**config.mk**
```make
export PLATFORM = sky130hd
export DESIGN_NAME = supply_monitor_control
export DESIGN_NICKNAME = d
export VERILOG_FILES = /design/src/design/supply_monitor_pkg.sv /design/src/design/supply_monitor_control.sv
export SDC_FILE = /design/constraint.sdc
export NUM_CORES = 1
export LEC_CHECK = 0
export BUFFER_PORTS_ARGS = -buffer_cell sky130_fd_sc_hd__buf_2
export CORE_MARGIN = 2
export CORE_UTILIZATION = 48
export DETAILED_ROUTE_END_ITERATION = 8
export GPL_TIMING_DRIVEN = 0
export PLACE_DENSITY_LB_ADDON = 0.15
export SLEW_MARGIN = 20
export SYNTH_ARGS = -nofsm -noshare
export SYNTH_HDL_FRONTEND = slang
export SYNTH_SLANG_ARGS = --single-unit
```
**constraint.sdc**
```tcl
create_clock -name mclk_in -period 2.1 [get_ports mclk_in]
set_clock_uncertainty 0.1 [all_clocks]
set_input_delay 0.105 -clock mclk_in [delete_from_list [all_inputs] [get_ports mclk_in]]
set_output_delay 0.105 -clock mclk_in [all_outputs]
set_load 0.005 [all_outputs]
```
**src/design/supply_monitor_pkg.sv**
```systemverilog
// Constants shared by the supply monitor control logic
package supply_monitor_pkg;

	// ------------------------------------------------------------
	// Register addresses
	// ------------------------------------------------------------
	localparam logic [15:0] CTRL_ADDR = 16'hffbe;
	localparam logic [15:0] LEVEL_ADDR = 16'hffbf;
	localparam logic [15:0] CAUSE_ADDR = 16'hffab;

	// ------------------------------------------------------------
	// Field positions
	// ------------------------------------------------------------
	localparam int ENABLE_BIT = 7;
	localparam int MODE_BIT = 1;
	localparam int FLAG_BIT = 0;
	localparam int CAUSE_BIT = 0;
	localparam int LEVEL_MSB = 3;

	// ------------------------------------------------------------
	// Reset values and the default-start level
	// ------------------------------------------------------------
	localparam logic [7:0] CTRL_RESET = 8'h00;
	localparam logic [7:0] LEVEL_RESET = 8'h00;
	localparam logic [7:0] CAUSE_RESET = 8'h00;
	localparam logic [3:0] LOWEST_LEVEL = 4'hf;

	// ------------------------------------------------------------
	// Timing
	// ------------------------------------------------------------
	localparam int CLK_PERIOD_PS = 8000;
	localparam int MIN_PULSE_US = 200;
	// Least time: round up to whole cycles
	localparam int MIN_PULSE_CYCLES =
		(MIN_PULSE_US * 1000 * 1000 + CLK_PERIOD_PS - 1) / CLK_PERIOD_PS;

endpackage

```
**src/design/supply_monitor_control.sv**
```systemverilog
// Control and status logic of the on-chip supply level monitor
//
// Functional notes
// Reset mode holds reset while supply is below threshold, releases above.
// Interrupt mode: one interrupt per threshold crossing, both directions.
// Mode-select bit is bit 1 of the control register; 1 means reset.
// Enable bit starts comparator when 1, stops detection when 0. With the default-start option, 0 keeps detection on at the lowest level.
// Read-only bit 0 flag is 1 while below threshold; 0 above or disabled.
// Flag sets only after supply stays low for the minimum pulse width.
// After enabling, software waits out comparator settling before use.
// A monitor reset sets bit 0 of the reset-cause register.
// Other resets clear control; monitor reset keeps it unless default-start.
// Level-select survives monitor reset except default-start; else clears.
// Four-bit level code picks one of 16 thresholds; 0 is highest.
// Software stops the monitor by writing 00 or clearing just enable. With the default-start option, the monitor keeps running instead.
// Disabling in interrupt mode while below threshold raises an interrupt.
// Detection, reset and interrupt keep working in STOP mode.
// Default-start: on from power-up at lowest level, reset while below.
// Both registers accept single-bit and full-byte writes.
// Software keeps level-select bits 7 to 4 at zero.
// Software leaves level-select unchanged while the monitor runs.
// Comparator output is synchronised before any use.
// Interrupt is one pulse per crossing, not a held level.
`timescale 1ns/1ps

module supply_monitor_control
	import supply_monitor_pkg::*;
#(
	parameter int MIN_PULSE_CNT = MIN_PULSE_CYCLES
) (
	// Clock and reset
	input wire logic mclk_in,
	input wire logic sys_rst_in,
	// System reset logic
	input wire logic other_reset_in,
	input wire logic default_start_option_in,
	output logic monitor_reset_out,
	// Analog comparator
	input wire logic below_threshold_in,
	output logic comparator_enable_out,
	output logic [3:0] level_code_out,
	// Interrupt
	output logic monitor_interrupt_request_out,
	// CPU register access
	input wire logic [15:0] reg_addr_in,
	input wire logic reg_wr_in,
	input wire logic reg_bit_op_in,
	input wire logic [2:0] reg_bit_sel_in,
	input wire logic [7:0] reg_wdata_in,
	input wire logic reg_rd_in,
	output logic [7:0] reg_rdata_out
);

	// ------------------------------------------------------------
	// Write merge
	// ------------------------------------------------------------
	// Bit write takes its value from wdata bit 0
	function automatic logic [7:0] merge_write(
		input logic [7:0] old_val,
		input logic [7:0] wdata,
		input logic bit_op,
		input logic [2:0] bit_sel
	);
		logic [7:0] res;
		res = old_val;
		if (bit_op) begin
			res[bit_sel] = wdata[0];
		end else begin
			res = wdata;
		end
		return res;
	endfunction

	logic comp_meta_reg;
	logic comp_sync_reg;
	logic option_meta_reg;
	logic option_sync_reg;
	logic enable_reg;
	logic mode_reg;
	logic [3:0] level_reg;
	logic cause_reg;
	logic flag_reg;
	logic flag_next;
	logic [15:0] pulse_cnt_reg;
	logic [15:0] pulse_cnt_next;
	logic irq_reg;
	logic mon_rst_reg;
	logic ds_rst_reg;
	logic comp_en_reg;
	logic [3:0] level_out_reg;
	logic [7:0] rdata_reg;
	logic default_active;
	logic detect_on;
	logic ctrl_wr;
	logic level_wr;
	logic [7:0] ctrl_view;
	logic [7:0] ctrl_new;
	logic [7:0] level_new;

	// ------------------------------------------------------------
	// Input synchronisers
	// ------------------------------------------------------------
	always_ff @(posedge mclk_in or posedge sys_rst_in) begin
		if (sys_rst_in) begin
			comp_meta_reg <= 1'b0;
			comp_sync_reg <= 1'b0;
		end else begin
			comp_meta_reg <= below_threshold_in;
			comp_sync_reg <= comp_meta_reg;
		end
	end

	// Strap caught after release, not under the reset
	always_ff @(posedge mclk_in or posedge sys_rst_in) begin
		if (sys_rst_in) begin
			option_meta_reg <= 1'b0;
			option_sync_reg <= 1'b0;
		end else begin
			option_meta_reg <= default_start_option_in;
			option_sync_reg <= option_meta_reg;
		end
	end

	// Default-start keeps the comparator on until software takes over
	assign default_active = option_sync_reg & ~enable_reg;
	assign detect_on = enable_reg | default_active;

	// ------------------------------------------------------------
	// Pulse-width filter and level flag
	// ------------------------------------------------------------
	always_comb begin
		pulse_cnt_next = pulse_cnt_reg;
		flag_next = flag_reg;
		if (!detect_on || !comp_sync_reg) begin
			pulse_cnt_next = 16'h0000;
			flag_next = 1'b0;
		end else if (pulse_cnt_reg < 16'(MIN_PULSE_CNT - 1)) begin
			pulse_cnt_next = pulse_cnt_reg + 16'h0001;
		end else begin
			flag_next = 1'b1;
		end
	end

	// No clock gating here: the block runs on in STOP mode
	always_ff @(posedge mclk_in or posedge sys_rst_in) begin
		if (sys_rst_in) begin
			pulse_cnt_reg <= 16'h0000;
			flag_reg <= 1'b0;
		end else begin
			pulse_cnt_reg <= pulse_cnt_next;
			flag_reg <= flag_next;
		end
	end

	// ------------------------------------------------------------
	// Interrupt and reset generation
	// ------------------------------------------------------------
	// Flag falling on disable also counts as a crossing
	always_ff @(posedge mclk_in or posedge sys_rst_in) begin
		if (sys_rst_in) begin
			irq_reg <= 1'b0;
		end else begin
			irq_reg <= (flag_next != flag_reg) && !mode_reg
				&& !default_active;
		end
	end

	always_ff @(posedge mclk_in or posedge sys_rst_in) begin
		if (sys_rst_in) begin
			mon_rst_reg <= 1'b0;
			ds_rst_reg <= 1'b0;
		end else begin
			mon_rst_reg <= flag_next
				&& ((enable_reg && mode_reg) || default_active);
			ds_rst_reg <= flag_next && default_active;
		end
	end

	// ------------------------------------------------------------
	// Registers
	// ------------------------------------------------------------
	assign ctrl_wr = reg_wr_in && (reg_addr_in == CTRL_ADDR);
	assign level_wr = reg_wr_in && (reg_addr_in == LEVEL_ADDR);

	always_comb begin
		ctrl_view = CTRL_RESET;
		ctrl_view[ENABLE_BIT] = enable_reg;
		ctrl_view[MODE_BIT] = mode_reg;
		ctrl_view[FLAG_BIT] = flag_reg;
	end

	assign ctrl_new = merge_write(ctrl_view, reg_wdata_in, reg_bit_op_in,
		reg_bit_sel_in);
	assign level_new = merge_write({4'h0, level_reg}, reg_wdata_in,
		reg_bit_op_in, reg_bit_sel_in);

	// Writes are ignored while the CPU is held in monitor reset
	always_ff @(posedge mclk_in or posedge sys_rst_in) begin
		if (sys_rst_in) begin
			enable_reg <= CTRL_RESET[ENABLE_BIT];
			mode_reg <= CTRL_RESET[MODE_BIT];
			level_reg <= LEVEL_RESET[LEVEL_MSB:0];
		end else if (other_reset_in || ds_rst_reg) begin
			enable_reg <= CTRL_RESET[ENABLE_BIT];
			mode_reg <= CTRL_RESET[MODE_BIT];
			level_reg <= LEVEL_RESET[LEVEL_MSB:0];
		end else if (!mon_rst_reg) begin
			if (ctrl_wr) begin
				enable_reg <= ctrl_new[ENABLE_BIT];
				mode_reg <= ctrl_new[MODE_BIT];
			end
			if (level_wr) begin
				level_reg <= level_new[LEVEL_MSB:0];
			end
		end
	end

	// Reading the cause register clears it; a new monitor reset wins
	always_ff @(posedge mclk_in or posedge sys_rst_in) begin
		if (sys_rst_in) begin
			cause_reg <= CAUSE_RESET[CAUSE_BIT];
		end else if (mon_rst_reg) begin
			cause_reg <= 1'b1;
		end else if (other_reset_in) begin
			cause_reg <= CAUSE_RESET[CAUSE_BIT];
		end else if (reg_rd_in && (reg_addr_in == CAUSE_ADDR)) begin
			cause_reg <= 1'b0;
		end
	end

	// ------------------------------------------------------------
	// Outputs
	// ------------------------------------------------------------
	always_ff @(posedge mclk_in or posedge sys_rst_in) begin
		if (sys_rst_in) begin
			comp_en_reg <= 1'b0;
			level_out_reg <= LEVEL_RESET[LEVEL_MSB:0];
		end else begin
			comp_en_reg <= detect_on;
			level_out_reg <= default_active ? LOWEST_LEVEL
				: level_reg;
		end
	end

	always_ff @(posedge mclk_in or posedge sys_rst_in) begin
		if (sys_rst_in) begin
			rdata_reg <= 8'h00;
		end else if (reg_rd_in) begin
			unique case (reg_addr_in)
				CTRL_ADDR: rdata_reg <= ctrl_view;
				LEVEL_ADDR: rdata_reg <= {4'h0, level_reg};
				CAUSE_ADDR: rdata_reg <= {7'h00, cause_reg};
				default: rdata_reg <= 8'h00;
			endcase
		end
	end

	assign monitor_reset_out = mon_rst_reg;
	assign monitor_interrupt_request_out = irq_reg;
	assign comparator_enable_out = comp_en_reg;
	assign level_code_out = level_out_reg;
	assign reg_rdata_out = rdata_reg;

endmodule

```
==> results.tsv, run 1 <==
stage	metric	value	unit
pwr	Pint	1210	uW
grt	largest net degree at the start of global routing	32	
drt	routed via count	1877	
synthesis	#FFs+latches synth	41	
cts	Num CTS Buffers	5	
synthesis	Synth Instances	218	
place	routability cong.	0.889	
worst_setup_path	Crit Path Max Fanout	10	
drt	iteration count of the initial detailed-routing pass	4	
synthesis	area leader, netlist	dfrtp_1	
finish	antenna diode count	0	
synthesis	Mapped Area	2180	um^2
sta	Slew HR	62.2	%
synthesis	post-synth top area share	47.0	%
cts	Longest Clk Path Bufs	2	
synthesis	async set-reset flop share out of synthesis	100	%
finish	area growth from synthesis to layout	21.5	%
place	hpwl dp	3.49	mm
die	Die H	71.5	um
sta	RSZ-0062 raised after global routing	no	
finish	fill count	396	
drt	DRT antenna net count	0	
pwr	total power	1540	uW
worst_setup_path	critical path class	flip-flop to flip-flop	
grt	gr usage total	19.6	%
worst_setup_path	cell chain of the critical path	ha_2 > a2111oi_4 > nor3_2 > clkbuf_4 > o31a_1 > o21a_1	
place	pre-CTS setup slack	-0.00181	ns
sta	final worst path period need	2.01	ns
pwr	power per cell area	580	nW/um^2
synthesis	Synth cell types	51	
run_status	run status	finished clean	
die	DIE AREA	5110	um^2
cts	clk sink count	41	
pwr	Flop pwr share	52.3	%
finish	number of flip-flops in the largest register	16	
synthesis	synth cell count leaders	dfrtp_1, nand2_1, a21oi_1, inv_1, nand4_1	
die	DIE WIDTH	71.5	um
drt	total wire length	4.63	mm
drt	drc violations	0	
finish	layout cells sized above 1	30.7	%
worst_setup_path	Slowest Stage Delay on Critical Path	0.42	ns
sta	Hold Fails Final Rpt	0	
cts	Worst-path clk slew	0.08	ns
die	row count	24	
finish	Reg area	1030	um^2
synthesis	Yosys warnings	0	
pwr	clock power share	39.2	%
sta	Fmax	0.498	GHz
sta	Final Max Slew Viols	0	
place	IO buf count	43	
synthesis	syn_area_per_cell	10.0	um^2
pwr	Max IR drop VDD	545	uV
finish	Net count, final	313	
sta	Tcrit/Tclk final	95.6	%
finish	Post-Layout Cell Count	329	
synthesis	most frequent cell after synthesis	dfrtp_1	
drt	Via-to-Cell Ratio	5.71	
pwr	Switch Pwr	334	uW
job	Max Cap Violations	0	
finish	Layout Utilization	60.5	%
pwr	combinational share of power	8.5	%
place	Placed Area	2490	um^2
die	core box area	4380	um^2
cts	CTS tree	built	
die	starting density of the core	49.8	%
synthesis	Primary FF master, synth	dfrtp_1	
hold_path	worst hold path class	input pin to flip-flop	
sta	setup violators final	0	
sta	Setup WS post-layout	0.0924	ns
synthesis	sequential fraction of the synthesis area	47.0	%
die	IO Count	50	
pwr	Leak	0.00125	uW
grt	vias in the first global route	1811	
finish	multi-input logic area	1050	um^2
finish	design area	2650	um^2
worst_setup_path	WP data arrival	2.09	ns
cts	number of H-tree levels	2	
drt	Iteration-0 DRC Markers	132	
sta	worst-margin pin slew	0.562	ns
worst_setup_path	CP Capture Type	flip-flop	
grt	global route overflow	0	
synthesis	largest cells by area after synthesis	dfrtp_1, nand2_1, nand4_1	
drt	wire per inst	14.1	um
worst_setup_path	Worst path slowest cell	dfrtp_1	
grt	initial antenna violation count	0	
worst_setup_path	CP Launch Type	flip-flop	
cts	CTS root buf	clkbuf_8	
place	placed cells	316	
synthesis	EDFF count, synth	0	
grt	global-route wire length before repair	8.08	mm
cts	worst-skew pair later-pin latency	0.29	ns
worst_setup_path	Req. time, crit path	2.18	ns
pwr	Switching Fraction	21.7	%
==> area by class of cell <==
type	count	area share [%]
clock buffer	5	2.59
inverter	12	1.70
timing repair buffer	50	10.8
tap	52	2.45
sequential	41	38.7
clock inverter	2	1.32
multi-input combinational	154	39.4
buffer	13	3.02
==> metal layers <==
| layer | global-route usage (%) | routed length, um |
|---|---|---|
| met2 | 32.2 | 2190 |
| met1 | 27.4 | 2250 |
| met3 | 4.22 | 174 |
| met4 | 3.14 | 20 |
| met5 | 0 | 0 |
==> final timing paths <==
path / cells past startpoint / slack, ns / from / end
max in group asynchronous: 4 / 1.28 / sys_rst_in / flag_reg
max: 6 / 0.09 / pulse_cnt_reg[1] / pulse_cnt_reg[6]
min: 3 / 0.02 / reg_wdata_in[0] / level_reg[0]
min reg2reg: 0 / 0.25 / option_meta_reg / option_sync_reg
max reg2reg: 6 / 0.09 / pulse_cnt_reg[1] / pulse_cnt_reg[6]
min in group asynchronous: 3 / 0.19 / sys_rst_in / pulse_cnt_reg[8]
==> worst max-delay path: cells and delay by family, from the launching register on <==
kind | cells | cell delay, ns
adders and majority gates | 1 | 0.22
and+or+nand+nor | 1 | 0.13
AOI/OAI and AO/OA | 3 | 0.84
DFF | 1 | 0.42
buffers and inverters | 1 | 0.20
==> power groups by stage <==
stage               clock (uW)  combinational, uW  sequential, uW
finish                     604                131             805
floorplan                    0               62.6             821
global placement             0                117             821
CTS                        612                129             806
global route               640                147             806
detailed placement           0                124             821
==> logic make-up after synthesis <==
group | synth area share (%)
xor+xnor | 0.401
simple gates | 23.7
compound gates | 19.2
mux | 3.32
flops | 47.0
fa+ha+maj | 0.573
other cells | 0.172
buf+inv | 5.61
==> placed cells by master, fill, tap and decap left out, types with 5 or more instances in the layout <==
| cell | instances |
|---|---|
| nand3_1 | 8 |
| buf_2 | 44 |
| o21a_1 | 6 |
| nand2_1 | 21 |
| o21ai_0 | 6 |
| inv_1 | 11 |
| buf_4 | 10 |
| o31ai_1 | 5 |
| nor2_1 | 6 |
| a31o_2 | 5 |
| dfrtp_1 | 41 |
| clkbuf_8 | 5 |
| a21oi_1 | 12 |
| mux2i_1 | 5 |
| nand4_1 | 10 |
==> through the flow <==
stage,hold slack (ns),setup TNS [ns]
3_3_place_gp,0.113,0
2_1_floorplan,0.0364,0
6_report,0.0198,0
3_5_place_dp,-0.0456,-0.00181
5_1_grt,0.0274,0
4_1_cts,0.00722,0
==> repair_timing <==
action                     4_1_cts  5_1_grt
buffers inserted                 0        3
gates cloned                     0        0
hold buffers                     3        0
pin swaps                        1        1
setup endpoints to repair        2        5
resized for setup                0        2
hold endpoints to repair        43        0
Note: power is estimated with default switching activity, not from simulation.
==> run 2, diff against run 1 <==
Settings changed: CORE_MARGIN 2 to 4, CORE_UTILIZATION 48 to 50.
Clock period 2.1 ns to 1.9 ns, I/O delays scaled along.
==> results.tsv, run 2 (synthesis gave the netlist of run 1 again) <==
stage	metric	value	unit	change
cts	Longest Clk Path Bufs	2		unchanged
run_status	run status	finished clean		
drt	Iteration-0 DRC Markers	174		+32%
finish	number of flip-flops in the largest register	16		unchanged
sta	Hold Slack	0.0201	ns	+0.000356 ns
sta	setup violators final	0		unchanged
drt	Via-to-Cell Ratio	5.70		-0.14%
place	hpwl dp	3.66	mm	+5.0%
worst_setup_path	Req. time, crit path	1.99	ns	-0.19 ns
place	placed cells	314		-0.63%
pwr	Leak	0.00128	uW	+2.8%
finish	antenna diode count	0		unchanged
die	Die H	74.1	um	+3.7%
place	IO buf count	43		unchanged
pwr	power per cell area	625	nW/um^2	+7.7%
die	starting density of the core	53.1	%	+3.3 points
finish	Net count, final	316		+0.96%
finish	most common cell after layout, fill and taps aside	buf_2		
grt	global route overflow	0		unchanged
worst_setup_path	CP Capture Type	flip-flop		
place	routability cong.	0.827		-6.9%
drt	drc violations	0		unchanged
sta	Tcrit/Tclk final	97.5	%	+1.9 points
cts	worst-skew pair later-pin latency	0.29	ns	about the same
worst_setup_path	critical path class	flip-flop to flip-flop		
sta	Setup WS post-layout	0.0481	ns	-0.0443 ns
job	Max Cap Violations	0		unchanged
finish	Post-Layout Cell Count	330		+0.30%
sta	Fmax	0.540	GHz	+8.4%
finish	layout cells sized above 1	33.6	%	+2.9 points
drt	DRT antenna net count	0		unchanged
finish	area growth from synthesis to layout	24.8	%	
cts	CTS root buf	clkbuf_8		
die	DIE AREA	5490	um^2	+7.5%
worst_setup_path	Crit Path Max Fanout	6		-4
pwr	Max IR drop VDD	547	uV	+0.28%
die	IO Count	50		unchanged
die	row count	23		-4.2%
finish	fill count	332		-16%
die	core box area	4120	um^2	-6.1%
grt	largest net degree at the start of global routing	29		-9.4%
worst_setup_path	CP Launch Type	flip-flop		
drt	total wire length	4.93	mm	+6.5%
grt	initial antenna violation count	0		unchanged
sta	final worst path period need	1.85	ns	-0.156 ns
sta	Hold Fails Final Rpt	0		unchanged
cts	CTS tree	built		
drt	iteration count of the initial detailed-routing pass	4		unchanged
worst_setup_path	WP data arrival	1.94	ns	-0.15 ns
place	pre-CTS setup slack	-0.100	ns	-0.0985 ns
drt	wire per inst	14.9	um	+6.1%
grt	vias in the first global route	1843		+1.8%
die	DIE WIDTH	74.1	um	+3.7%
cts	clk sink count	41		unchanged
sta	Final Max Slew Viols	0		unchanged
hold_path	worst hold path class	input pin to flip-flop		
grt	global-route wire length before repair	8.45	mm	+4.6%
cts	Num CTS Buffers	5		unchanged
grt	gr usage total	19.8	%	+0.18 points
cts	number of H-tree levels	2		unchanged
drt	routed via count	1880		+0.16%
finish	most frequent cells in the layout	buf_2, dfrtp_1, nand2_1, inv_1, buf_4		
cts	Worst-path clk slew	0.08	ns	about the same
sta	RSZ-0062 raised after global routing	yes		
## run 2: layout make-up
type	instances	area [um^2]	area share [%]
tap	50	62.6	2.29
clock buffer	5	68.8	2.52
clock inverter	2	35.0	1.28
buffer	13	83.8	3.07
timing repair buffer	53	310	11.4
sequential	41	1030	37.6
inverter	12	45.0	1.65
multi-input combinational	154	1090	40.2
## run 2: critical path, cell delays in order (launching register included)
cell and delay [ns]:
dfrtp_1 0.42, ha_4 0.19, a2111oi_4 0.36, nor3_4 0.09, buf_6 0.15, o31a_1 0.26
o21a_1 0.18
## run 2: layer usage
metal | global-route usage, % | up-vias | part of all wire [%]
met5 | 0 | - | 0
met2 | 30.5 | 62 | 45
met1 | 28.3 | 888 | 48
li1 | - | 926 | -
met3 | 4.19 | 4 | 6.6
met4 | 5.63 | 0 | 0.93
## run 2: worst paths after layout
check                                         to  depth (start not counted)              from  slack (ns)
max in group asynchronous        option_meta_reg                          4        sys_rst_in        1.06
min in group asynchronous       pulse_cnt_reg[4]                          3        sys_rst_in        0.20
worst max-delay path            pulse_cnt_reg[6]                          6  pulse_cnt_reg[1]        0.05
worst min-delay path            reg_rdata_out[1]                          2         reg_rd_in        0.02
worst max register to register  pulse_cnt_reg[6]                          6  pulse_cnt_reg[1]        0.05
worst min register to register     comp_sync_reg                          0     comp_meta_reg        0.25
## run 2: through the flow
stage               util, %  setup TNS, ns  total power (uW)  area [um^2]
floorplan                 -              0               976         2190
global placement       60.1         -0.206              1040         2470
detailed placement     60.6         -0.323              1050         2490
CTS                    65.6              0              1730         2700
global route           66.3        -0.0823              1800         2730
finish                 66.3              0              1700         2730
## run 2: power breakdown
group          switching (uW)  total, uW  internal [uW]  leakage (uW)
Sequential               6.40        890            884      0.000551
Combinational            79.2        148           68.7      0.000677
Clock                     284        665            382     0.0000540
## run 2: timing repair
item / CTS / global route
endpoints found under the hold margin: 44 / 0
hold buffers: 4 / 0
setup endpoints to repair: 6 / 12
cloned: 1 / 0
gates resized for setup: 8 / 4
pin swaps: 8 / 3
buffers inserted: 3 / 1
